===== src/core/sbw_map.vh =====
`ifndef SBW_MAP_VH
`define SBW_MAP_VH
// ----------------------------------------
// Register offsets (word addresses)
// ----------------------------------------
`define SBW_ADDR_PLEN_CH1   10'h107
`define SBW_ADDR_PLEN_CH2   10'h127
`define SBW_ADDR_LINK_SETUP 10'h1C8
`define SBW_ADDR_TARGET_SEL 10'h3FF
// ----------------------------------------
// Reset values
// ----------------------------------------
`define SBW_RST_PLEN        16'h0000
`define SBW_RST_LINK_SETUP  16'h000A
`define SBW_RST_TARGET_SEL  16'h0000
// ----------------------------------------
// Command word fields
// ----------------------------------------
`define SBW_CMD_DIR_BIT     15
`define SBW_CMD_ADDR_HI     14
`define SBW_CMD_ADDR_LO     5
`define SBW_CMD_CNT_HI      4
`define SBW_CMD_CNT_LO      0
// ----------------------------------------
// Link setup fields
// ----------------------------------------
`define SBW_SETUP_MODE_BIT  5
`define SBW_SETUP_WDOG_HI   4
`define SBW_SETUP_WDOG_LO   0
// ----------------------------------------
// Long frame targets
// ----------------------------------------
`define SBW_TGT_PROG1       3'h1
`define SBW_TGT_PROG2       3'h2
`define SBW_TGT_PROG_BOTH   3'h3
`define SBW_TGT_DATA_BOTH   3'h4
`define SBW_DATA_LONG_MAX   16'h0080
// ----------------------------------------
// Reply pattern and timing
// ----------------------------------------
`define SBW_CHECK_PATTERN   13'h1555
`define SBW_WDOG_UNIT       32768
`define SBW_WORD_BITS       16
`endif


===== src/core/sbw_shifter.v =====
`timescale 1ns/1ns
// ----------------------------------------
// Serial word shifter, sampled link clock
// ----------------------------------------
module sbw_shifter #(
    parameter WIDTH = 16
) (
    // Clock and reset
    input  wire             clock,
    input  wire             rst_b,
    // Link pins
    input  wire             sckPin,
    input  wire             csPin_b,
    input  wire             mosiPin,
    output reg              misoOut_q,
    // Word side
    input  wire [WIDTH-1:0] txWord,
    output reg  [WIDTH-1:0] rxWord_q,
    output reg              rxValid_q,
    output reg              wordErr_q,
    output reg              csActive_q,
    output reg              linkActivity_q
);
    // ----------------------------------------
    // Synchronisers
    // ----------------------------------------
    reg  [1:0]       sckSync_q;
    reg  [1:0]       csSync_q;
    reg  [1:0]       mosiSync_q;
    reg              sckLast_q;
    reg  [4:0]       bitCnt_q;
    reg  [WIDTH-1:0] shiftIn_q;
    reg  [WIDTH-1:0] shiftOut_q;
    wire             sckRise;
    wire             sckFall;
    wire             csLow;

    assign sckRise = sckSync_q[1] & ~sckLast_q;
    assign sckFall = ~sckSync_q[1] & sckLast_q;
    assign csLow   = ~csSync_q[1];

    always @(posedge clock or negedge rst_b) begin
        if (!rst_b) begin
            sckSync_q      <= 2'h0;
            csSync_q       <= 2'h3;
            mosiSync_q     <= 2'h0;
            sckLast_q      <= 1'b0;
            bitCnt_q       <= 5'h00;
            shiftIn_q      <= {WIDTH{1'b0}};
            shiftOut_q     <= {WIDTH{1'b0}};
            misoOut_q      <= 1'b0;
            rxWord_q       <= {WIDTH{1'b0}};
            rxValid_q      <= 1'b0;
            wordErr_q      <= 1'b0;
            csActive_q     <= 1'b0;
            linkActivity_q <= 1'b0;
        end else begin
            sckSync_q      <= {sckSync_q[0], sckPin};
            csSync_q       <= {csSync_q[0], csPin_b};
            mosiSync_q     <= {mosiSync_q[0], mosiPin};
            sckLast_q      <= sckSync_q[1];
            csActive_q     <= csLow;
            rxValid_q      <= 1'b0;
            wordErr_q      <= 1'b0;
            linkActivity_q <= csLow & (sckRise | sckFall);
            if (!csLow) begin
                // Partial word at deselect is a bit-count fault
                if (bitCnt_q != 5'h00)
                    wordErr_q <= 1'b1;
                bitCnt_q   <= 5'h00;
                // Top bit already stands on the pin
                shiftOut_q <= {txWord[WIDTH-2:0], 1'b0};
                misoOut_q  <= txWord[WIDTH-1];
            end else begin
                if (sckRise) begin
                    // MSB first on both lines
                    shiftIn_q <= {shiftIn_q[WIDTH-2:0], mosiSync_q[1]};
                    if (bitCnt_q == WIDTH - 1) begin
                        rxWord_q   <= {shiftIn_q[WIDTH-2:0], mosiSync_q[1]};
                        rxValid_q  <= 1'b1;
                        bitCnt_q   <= 5'h00;
                    end else begin
                        bitCnt_q <= bitCnt_q + 5'h01;
                    end
                end
                if (sckFall) begin
                    if (bitCnt_q == 5'h00) begin
                        shiftOut_q <= {txWord[WIDTH-2:0], 1'b0};
                        misoOut_q  <= txWord[WIDTH-1];
                    end else begin
                        shiftOut_q <= {shiftOut_q[WIDTH-2:0], 1'b0};
                        misoOut_q  <= shiftOut_q[WIDTH-1];
                    end
                end
            end
        end
    end
endmodule


===== src/core/sbw_skid.v =====
`timescale 1ns/1ns
// ----------------------------------------
// Two-entry buffer
// ----------------------------------------
module sbw_skid #(
    parameter WIDTH = 26
) (
    // Clock and reset
    input  wire             clock,
    input  wire             rst_b,
    // Fill side
    input  wire             inValid,
    output wire             inReady,
    input  wire [WIDTH-1:0] inData,
    // Drain side
    output wire             outValid,
    input  wire             outReady,
    output wire [WIDTH-1:0] outData
);
    reg [WIDTH-1:0] slot_q [0:1];
    reg             rdPtr_q;
    reg             wrPtr_q;
    reg [1:0]       count_q;
    wire            push;
    wire            pop;

    assign inReady  = (count_q != 2'h2);
    assign outValid = (count_q != 2'h0);
    assign outData  = slot_q[rdPtr_q];
    assign push     = inValid & inReady;
    assign pop      = outValid & outReady;

    always @(posedge clock or negedge rst_b) begin
        if (!rst_b) begin
            slot_q[0] <= {WIDTH{1'b0}};
            slot_q[1] <= {WIDTH{1'b0}};
            rdPtr_q   <= 1'b0;
            wrPtr_q   <= 1'b0;
            count_q   <= 2'h0;
        end else begin
            if (push) begin
                slot_q[wrPtr_q] <= inData;
                wrPtr_q         <= ~wrPtr_q;
            end
            if (pop)
                rdPtr_q <= ~rdPtr_q;
            if (push & ~pop)
                count_q <= count_q + 2'h1;
            else if (pop & ~push)
                count_q <= count_q - 2'h1;
        end
    end
endmodule


===== src/core/sbw_write_protocol.v =====
`timescale 1ns/1ns
// Notes on behaviour
// - Write frame is two to thirty-two sixteen-bit words.
// - MISO returns thirteen-bit check pattern plus three error flags each word.
// - Every word shifts most significant bit first on both lines.
// - Command: bit 15 direction, bits 14..5 address, bits 4..0 count.
// - Mode A: gap between words beyond watchdog time enters error state.
// - Zero count and zero address starts long frame chosen by target select.
// - Target 001 writes channel-one program memory, length from its register.
// - Target 010 writes channel-two program memory, length from its register.
// - Target 011 writes both program memories, channel-one length.
// - Target 100 writes both data memories, at most 128 words.
// - Other target values: long-frame command ignored, no writes.
// - After announced words arrive, return idle; next word is a command.
// - First word at start address, each next at next higher address.
// - Framing select bit: zero means mode A, one mode B.
// - Watchdog limit is clock period times 32768 times field plus one.
// - After reset and each transfer, wait for command before data.
// - Mode A timeout before all words arrive raises burst-length flag.
`include "sbw_map.vh"
module sbw_write_protocol #(
    parameter WDOG_UNIT = `SBW_WDOG_UNIT
) (
    // Clock and reset
    input  wire        clock,
    input  wire        rst_b,
    // Serial link pins
    input  wire        sckPin,
    input  wire        csPin_b,
    input  wire        mosiPin,
    output reg         misoPin_q,
    // Write port towards registers and memories
    output reg         wrValid_q,
    output reg  [9:0]  wrAddr_q,
    output reg  [15:0] wrData_q,
    output reg  [2:0]  wrTarget_q,
    input  wire        wrReady,
    // Status and error control
    input  wire        clockMissing,
    input  wire        errClear,
    output reg         errState_q,
    output reg  [2:0]  errFlags_q,
    output reg         modeB_q
);
    // ----------------------------------------
    // States and locals
    // ----------------------------------------
    localparam ST_IDLE  = 2'h0;
    localparam ST_DATA  = 2'h1;
    localparam ST_ERROR = 2'h2;
    localparam BUF_W    = 10 + 16 + 3;

    reg  [1:0]  state_q;
    reg  [1:0]  state_d;
    reg  [9:0]  addr_q;
    reg  [15:0] wordsLeft_q;
    reg  [2:0]  frameTgt_q;
    reg  [15:0] progLenCh1_q;
    reg  [15:0] progLenCh2_q;
    reg  [15:0] linkSetup_q;
    reg  [15:0] targetSel_q;
    reg  [22:0] wdogCnt_q;
    reg         lenErr_q;
    reg         wordErrSt_q;
    reg         ckMissSync0_q;
    reg         ckMissSync1_q;

    wire [15:0] rxWord;
    wire        rxValid;
    wire        wordErr;
    wire        csActive;
    wire        linkActivity;
    wire        misoBit;
    wire [15:0] replyWord;
    wire        bufInReady;
    wire        bufOutValid;
    wire [BUF_W-1:0] bufOutData;
    wire        takeData;
    wire [9:0]  cmdAddr;
    wire [4:0]  cmdCnt;
    wire [22:0] wdogLimit;

    // Reply word: fixed pattern over three latched error flags
    assign replyWord = {`SBW_CHECK_PATTERN, errFlags_q};
    assign cmdAddr   = rxWord[`SBW_CMD_ADDR_HI:`SBW_CMD_ADDR_LO];
    assign cmdCnt    = rxWord[`SBW_CMD_CNT_HI:`SBW_CMD_CNT_LO];
    // Limit in cycles
    assign wdogLimit = wdogLen(linkSetup_q[`SBW_SETUP_WDOG_HI:`SBW_SETUP_WDOG_LO]);
    // Data words are dropped unless the buffer can take them
    assign takeData  = rxValid & (state_q == ST_DATA) & bufInReady;

    function [22:0] wdogLen;
        input [4:0] field;
        begin
            wdogLen = (({18'h0_0000, field}) + 23'h00_0001) * WDOG_UNIT[22:0];
        end
    endfunction

    // Long frame length from target select
    function [15:0] longLen;
        input [2:0]  tgt;
        input [15:0] len1;
        input [15:0] len2;
        begin
            case (tgt)
                `SBW_TGT_PROG1:     longLen = len1;
                `SBW_TGT_PROG2:     longLen = len2;
                `SBW_TGT_PROG_BOTH: longLen = len1;
                `SBW_TGT_DATA_BOTH: longLen = `SBW_DATA_LONG_MAX;
                default:            longLen = 16'h0000;
            endcase
        end
    endfunction

    // ----------------------------------------
    // Serial shifter
    // ----------------------------------------
    sbw_shifter #(
        .WIDTH          (16)
    ) u_shifter (
        .clock          (clock),
        .rst_b          (rst_b),
        .sckPin         (sckPin),
        .csPin_b        (csPin_b),
        .mosiPin        (mosiPin),
        .misoOut_q      (misoBit),
        .txWord         (replyWord),
        .rxWord_q       (rxWord),
        .rxValid_q      (rxValid),
        .wordErr_q      (wordErr),
        .csActive_q     (csActive),
        .linkActivity_q (linkActivity)
    );

    // ----------------------------------------
    // Write buffer: a stalled sink loses no word of the first three; later words are dropped
    // ----------------------------------------
    sbw_skid #(
        .WIDTH    (BUF_W)
    ) u_skid (
        .clock    (clock),
        .rst_b    (rst_b),
        .inValid  (takeData),
        .inReady  (bufInReady),
        .inData   ({addr_q, rxWord, frameTgt_q}),
        .outValid (bufOutValid),
        .outReady (wrReady | ~wrValid_q),
        .outData  (bufOutData)
    );

    // ----------------------------------------
    // Protocol state machine
    // ----------------------------------------
    always @* begin
        state_d = state_q;
        case (state_q)
            ST_IDLE: begin
                // Direction bit must be write; reads are not handled here
                if (rxValid && !rxWord[`SBW_CMD_DIR_BIT]) begin
                    if (cmdCnt != 5'h00)
                        state_d = ST_DATA;
                    else if (cmdAddr == 10'h000 &&
                             longLen(targetSel_q[2:0], progLenCh1_q, progLenCh2_q)
                             != 16'h0000)
                        state_d = ST_DATA;
                end
            end
            ST_DATA: begin
                if (lenErr_q || wordErrSt_q)
                    state_d = ST_ERROR;
                else if (takeData && wordsLeft_q == 16'h0001)
                    state_d = ST_IDLE;
            end
            ST_ERROR: begin
                if (errClear)
                    state_d = ST_IDLE;
            end
            default: state_d = ST_IDLE;
        endcase
    end

    always @(posedge clock or negedge rst_b) begin
        if (!rst_b) begin
            state_q       <= ST_IDLE;
            addr_q        <= 10'h000;
            wordsLeft_q   <= 16'h0000;
            frameTgt_q    <= 3'h0;
            wdogCnt_q     <= 23'h00_0000;
            lenErr_q      <= 1'b0;
            wordErrSt_q   <= 1'b0;
            ckMissSync0_q <= 1'b0;
            ckMissSync1_q <= 1'b0;
        end else begin
            state_q       <= state_d;
            ckMissSync0_q <= clockMissing;
            ckMissSync1_q <= ckMissSync0_q;
            lenErr_q      <= 1'b0;
            wordErrSt_q   <= wordErr & (state_q == ST_DATA);
            if (state_q == ST_IDLE && rxValid && !rxWord[`SBW_CMD_DIR_BIT]) begin
                wdogCnt_q <= 23'h00_0000;
                if (cmdCnt != 5'h00) begin
                    addr_q      <= cmdAddr;
                    wordsLeft_q <= {11'h000, cmdCnt};
                    frameTgt_q  <= 3'h0;
                end else begin
                    addr_q      <= 10'h000;
                    wordsLeft_q <= longLen(targetSel_q[2:0], progLenCh1_q, progLenCh2_q);
                    frameTgt_q  <= targetSel_q[2:0];
                end
            end else if (state_q == ST_DATA) begin
                if (takeData) begin
                    addr_q      <= addr_q + 10'h001;
                    wordsLeft_q <= wordsLeft_q - 16'h0001;
                end
                // Gap timer, with or without chip select held
                if (rxValid || linkActivity)
                    wdogCnt_q <= 23'h00_0000;
                else if (!modeB_q && wdogCnt_q >= wdogLimit)
                    lenErr_q <= 1'b1;
                else
                    wdogCnt_q <= wdogCnt_q + 23'h00_0001;
            end
        end
    end

    // ----------------------------------------
    // Error flags, latched until cleared
    // ----------------------------------------
    always @(posedge clock or negedge rst_b) begin
        if (!rst_b) begin
            errFlags_q <= 3'h0;
            errState_q <= 1'b0;
        end else begin
            errState_q <= (state_d == ST_ERROR);
            // First error locks out later ones; with no flag set, a new error wins over a clear in the same cycle
            if (errFlags_q == 3'h0) begin
                if (ckMissSync1_q && csActive)
                    errFlags_q <= 3'h4;
                else if (lenErr_q)
                    errFlags_q <= 3'h2;
                else if (wordErrSt_q)
                    errFlags_q <= 3'h1;
            end else if (errClear) begin
                errFlags_q <= 3'h0;
            end
        end
    end

    // ----------------------------------------
    // Own registers and write port
    // ----------------------------------------
    always @(posedge clock or negedge rst_b) begin
        if (!rst_b) begin
            progLenCh1_q <= `SBW_RST_PLEN;
            progLenCh2_q <= `SBW_RST_PLEN;
            linkSetup_q  <= `SBW_RST_LINK_SETUP;
            targetSel_q  <= `SBW_RST_TARGET_SEL;
            modeB_q      <= 1'b0;
            wrValid_q    <= 1'b0;
            wrAddr_q     <= 10'h000;
            wrData_q     <= 16'h0000;
            wrTarget_q   <= 3'h0;
            misoPin_q    <= 1'b0;
        end else begin
            misoPin_q <= misoBit;
            modeB_q   <= linkSetup_q[`SBW_SETUP_MODE_BIT];
            if (wrValid_q && wrReady)
                wrValid_q <= 1'b0;
            // Error state blocks new write requests; the buffer still pops, so queued words are dropped
            if (bufOutValid && (wrReady || !wrValid_q) && !errState_q) begin
                wrValid_q  <= 1'b1;
                wrAddr_q   <= bufOutData[BUF_W-1:19];
                wrData_q   <= bufOutData[18:3];
                wrTarget_q <= bufOutData[2:0];
                // Plain bursts also land in the block's own registers
                if (bufOutData[2:0] == 3'h0) begin
                    case (bufOutData[BUF_W-1:19])
                        `SBW_ADDR_PLEN_CH1:   progLenCh1_q <= bufOutData[18:3];
                        `SBW_ADDR_PLEN_CH2:   progLenCh2_q <= bufOutData[18:3];
                        `SBW_ADDR_LINK_SETUP: linkSetup_q  <= bufOutData[18:3];
                        `SBW_ADDR_TARGET_SEL: targetSel_q  <= bufOutData[18:3];
                        default:              targetSel_q  <= targetSel_q;
                    endcase
                end
            end
        end
    end
endmodule


===== config.mk =====
export PLATFORM = sky130hd
export DESIGN_NAME = sbw_write_protocol
export DESIGN_NICKNAME = d
export VERILOG_FILES = /design/src/core/sbw_shifter.v /design/src/core/sbw_skid.v /design/src/core/sbw_write_protocol.v
export VERILOG_INCLUDE_DIRS = /design/src /design/src/core
export SDC_FILE = /design/constraint.sdc
export NUM_CORES = 1
export LEC_CHECK = 0
export ABC_CLOCK_PERIOD_IN_PS = 4190
export BUFFER_PORTS_ARGS = -buffer_cell sky130_fd_sc_hd__buf_4
export CELL_PAD_IN_SITES_DETAIL_PLACEMENT = 2
export CELL_PAD_IN_SITES_GLOBAL_PLACEMENT = 2
export CORE_MARGIN = 2
export CORE_UTILIZATION = 40
export DETAILED_ROUTE_END_ITERATION = 7
export PLACE_DENSITY = 0.72
export RECOVER_POWER = 50
export SLEW_MARGIN = 5
export SYNTH_ARGS = -nofsm -noshare
export SYNTH_HDL_FRONTEND = slang
export SYNTH_HIERARCHICAL = 1
export SYNTH_SLANG_ARGS = --single-unit

===== constraint.sdc =====
create_clock -name clock -period 4.19 [get_ports clock]
set_input_delay 0.419 -clock clock [delete_from_list [all_inputs] [get_ports clock]]
set_output_delay 0.419 -clock clock [all_outputs]
set_load 0.05 [all_outputs]

==> impl_metrics.json <==
{
  "grt_overflow": 0,
  "start_kind": "flip-flop",
  "nNetsFinal": 1121,
  "synth-xor-area-share_pct": 1.90,
  "final.setup.tns_ns": 0,
  "synth_area_um2": 12000,
  "status": "finished with violations",
  "cts_root_buf": "clkbuf_16",
  "antenna_left": 0,
  "power.density_nw_per_um2": 413,
  "fmax_ghz": 0.299,
  "grt_antenna_before_repair": 0,
  "setup_ws_ns": 0.850,
  "grt_max_degree": 106,
  "rsz0062_at_grt": "no",
  "worst_hold_slack_ns": 0.0617,
  "cts_tree": "yes",
  "cts_sinks": 260,
  "gp_congestion": 0.744,
  "ios": 44,
  "seqPwrFrac_pct": 46.1,
  "wl_per_cell_um": 21.6,
  "synth-compound-area-share_pct": 9.54,
  "wirelength_um": 32600,
  "fin_crit_sh_pct": 79.7,
  "ys_async_sr_fraction_pct": 100,
  "sw_frac_of_total_pct": 21.8,
  "maxCapViolCount": 1,
  "drtIter0Drc": 334,
  "clkTransAtPathRegs_ns": 0.06,
  "nFillCells": 3031,
  "crit_required_ns": 4.63,
  "dpl.hpwl_um": 21300,
  "muxShareOfSynthArea_pct": 15.7,
  "hold_viol_final": 0,
  "drive_gt1_share_pct": 22.9,
  "start_util_pct": 40.5,
  "diodes": 0,
  "p_comb_share_pct": 3.4,
  "clk_latency_ns": 0.56,
  "crit_arrival_ns": 3.78,
  "hold_path.class": "in2reg",
  "synth_fa_ha_area_share_pct": 1.77,
  "die_h_um": 177,
  "grt_pass1_vias": 9446,
  "max_slew.worst_pin.slew_ns": 2.82,
  "core_area_um2": 29600,
  "final.setup_skew_ns": 0.0112,
  "postSynthAreaPerCell_um2": 11.5,
  "path_class": "reg2reg",
  "worstSetupStartpoint": "linkSetup_q[0]$_DFFE_PN0P_",
  "max_slew_margin_pct": -87.7,
  "fin_crit_ns": 3.34,
  "ys_seq_area_share_pct": 54.3,
  "port_buffers": 43,
  "grt_pass1_wl_um": 53300,
  "slew_violations": 104,
  "power_frac_clock_pct": 50.4,
  "synth_simple_gate_area_share_pct": 13.2,
  "ys_ff_latch": 260,
  "via_count": 8411,
  "synth-main-ff-cell": "dfrtp_1",
  "grt_usage_pct": 21.4,
  "pre_cts_slack_ns": 0.928,
  "synth_edf_count": 0,
  "cts_made_buffers": 30,
  "crit_fanout": 20,
  "p_switching_mw": 1.24,
  "synthCells": 1039,
  "post-route-drc-count": 0,
  "synth_top_family_by_area": "multiplexers",
  "yosys_warnings": 6,
  "dieArea_um2": 31400,
  "cts-resized-gates": 0,
  "avgViaCountPerCell": 5.57,
  "dr.pass1.iters": 5,
  "area_growth_pct": 14.7,
  "ir_worst_vdd_mv": 0.245,
  "clk_path_buf_depth": 3,
  "p_int_mw": 4.45,
  "worst_setup_path_end_kind": "flip-flop",
  "ys_types": 70,
  "setup_violations": 0,
  "min_from": "errClear",
  "die_w_um": 177,
  "cts_max_level": 1,
  "leakage_nw": 6.53,
  "timing.rr.start": "linkSetup_q[0]$_DFFE_PN0P_",
  "std_cell_rows": 63,
  "violations": "capacitance limit, slew limit"
}
-- worst paths after layout --
path	end	slack (ns)	depth (start not counted)
hold / removal	errFlags_q[2]$_DFFE_PN0P_	0.06	2
min in group asynchronous	wrAddr_q[4]$_DFFE_PN0P_	1.27	2
setup reg to reg	wdogCnt_q[13]$_DFFE_PN0P_	0.85	9
max in group asynchronous	u_shifter/sckLast_q$_DFF_PN0_	1.24	2
hold reg to reg	u_shifter/mosiSync_q[1]$_DFF_PN0_	0.35	0
setup / recovery	wdogCnt_q[13]$_DFFE_PN0P_	0.85	9
-- worst max-delay path: stages (launching register included) --
cell,delay [ns]
dfrtp_1,0.43
ha_1,0.30
inv_1,0.04
ha_1,0.29
nor4bb_1,0.35
nand4_1,0.14
a311oi_1,0.52
and2_1,0.73
o41ai_1,0.19
a31o_2,0.24
-- stage by stage --
| stage | util (%) | cells | area (um2) | power (mW) |
|---|---|---|---|---|
| 2_1_floorplan | - | 1050 | 12000 | 2.76 |
| 3_3_place_gp | 43.0 | 1449 | 12700 | 2.85 |
| 3_5_place_dp | 43.0 | 1449 | 12700 | 2.87 |
| 4_1_cts | 46.9 | 1510 | 13900 | 5.77 |
| 5_1_grt | 46.5 | 1510 | 13800 | 5.89 |
| 6_report | 46.5 | 1510 | 13800 | 5.68 |
-- cell families after synthesis --
kind of cell,Yosys count
adder cells (fa/ha/maj),17
other,2
multiplexers,161
AND/OR/NAND/NOR,327
buffers and inverters,87
AO/OA/AOI/OAI,159
XOR/XNOR,26
flip-flops,260
-- layout by cell type (no fill, tap or decap), drive strengths merged, types with 18 or more instances in the layout --
cell and instances:
dfrtp 256, a31oi 22, o22a 19, clkbuf 76, inv 39, nand3 27
o22ai 18, nand2 143, buf 25, nor2 59, o21ai 22, mux2 159
-- power groups by stage --
stage / sequential, mW / combinational, mW / clock (mW)
after floorplan: 2.65 / 0.106 / 0
after global placement: 2.66 / 0.191 / 0
after detailed placement: 2.67 / 0.199 / 0
after CTS: 2.62 / 0.205 / 2.94
after global routing: 2.63 / 0.222 / 3.04
final: 2.62 / 0.196 / 2.87
-- registers in the layout (all words and copies together) (netlist names), 5 cells and up --
name,cells
wrAddr_q,10
linkSetup_q,6
u_shifter/rxWord_q,16
wdogCnt_q,23
progLenCh1_q,16
u_shifter/shiftOut_q,15
u_skid/slot_q,58
u_shifter/bitCnt_q,5
addr_q,10
u_shifter/shiftIn_q,15
wrData_q,16
progLenCh2_q,16
wordsLeft_q,16
-- cell usage after synthesis, types with 3 or more instances --
| library cell | n | share of area, % |
|---|---|---|
| a211oi_1 | 3 | 0.19 |
| a21oi_1 | 10 | 0.42 |
| a22oi_1 | 12 | 0.75 |
| a31oi_1 | 22 | 1.1 |
| a41o_1 | 3 | 0.25 |
| and2_1 | 6 | 0.31 |
| and3_1 | 6 | 0.31 |
| and4_1 | 4 | 0.29 |
| buf_1 | 5 | 0.16 |
| buf_2 | 10 | 0.42 |
| buf_4 | 4 | 0.25 |
| buf_6 | 3 | 0.28 |
| clkbuf_1 | 25 | 0.78 |
| dfrtp_1 | 256 | 53 |
| dfstp_2 | 4 | 0.88 |
| ha_1 | 17 | 1.8 |
| inv_1 | 38 | 1.2 |
| mux2_2 | 139 | 13 |
| mux2_4 | 20 | 2.5 |
| nand2_1 | 142 | 4.4 |
| nand2b_1 | 6 | 0.31 |
| nand3_1 | 27 | 1.1 |
| nand3b_1 | 5 | 0.31 |
| nand4_1 | 15 | 0.78 |
| nor2_1 | 59 | 1.8 |
| nor2b_1 | 6 | 0.31 |
| nor3_1 | 9 | 0.38 |
| nor4_1 | 9 | 0.47 |
| o211ai_1 | 9 | 0.56 |
| o21ai_0 | 22 | 0.92 |
| o22a_1 | 19 | 1.4 |
| o22ai_1 | 18 | 0.94 |
| o311ai_0 | 5 | 0.37 |
| o31ai_1 | 11 | 0.69 |
| o41ai_1 | 5 | 0.37 |
| or2_2 | 4 | 0.21 |
| or3_1 | 5 | 0.26 |
| or4_1 | 10 | 0.63 |
| xnor2_1 | 12 | 0.88 |
| xor2_1 | 14 | 1.0 |
-- per-layer routing --
layer / share of wire [%] / vias to the layer above / GRT usage, % / routed length (um)
li1: - / 3828 / - / -
met1: 47 / 4414 / 29.4 / 15300
met2: 48 / 125 / 36.4 / 15800
met3: 3.0 / 44 / 2.73 / 963
met4: 1.6 / 0 / 4.41 / 536
met5: 0 / - / 0 / 0
-- layout make-up --
| type | count | area, um2 | share of cell area, % |
|---|---|---|---|
| tap | 390 | 488 | 3.55 |
| inverter | 38 | 143 | 1.04 |
| clock inverter | 13 | 235 | 1.71 |
| multi-input combinational | 703 | 5110 | 37.2 |
| clock buffer | 43 | 860 | 6.25 |
| timing repair buffer | 63 | 403 | 2.93 |
| sequential | 260 | 6510 | 47.4 |
-- timing repair --
item                                    4_1_cts  5_1_grt
endpoints found under the hold margin        86        0
hold buffers                                  5        0
endpoints found under the setup margin        0        0
buffers inserted                              0        0
Power figures use the tool's default switching activity.
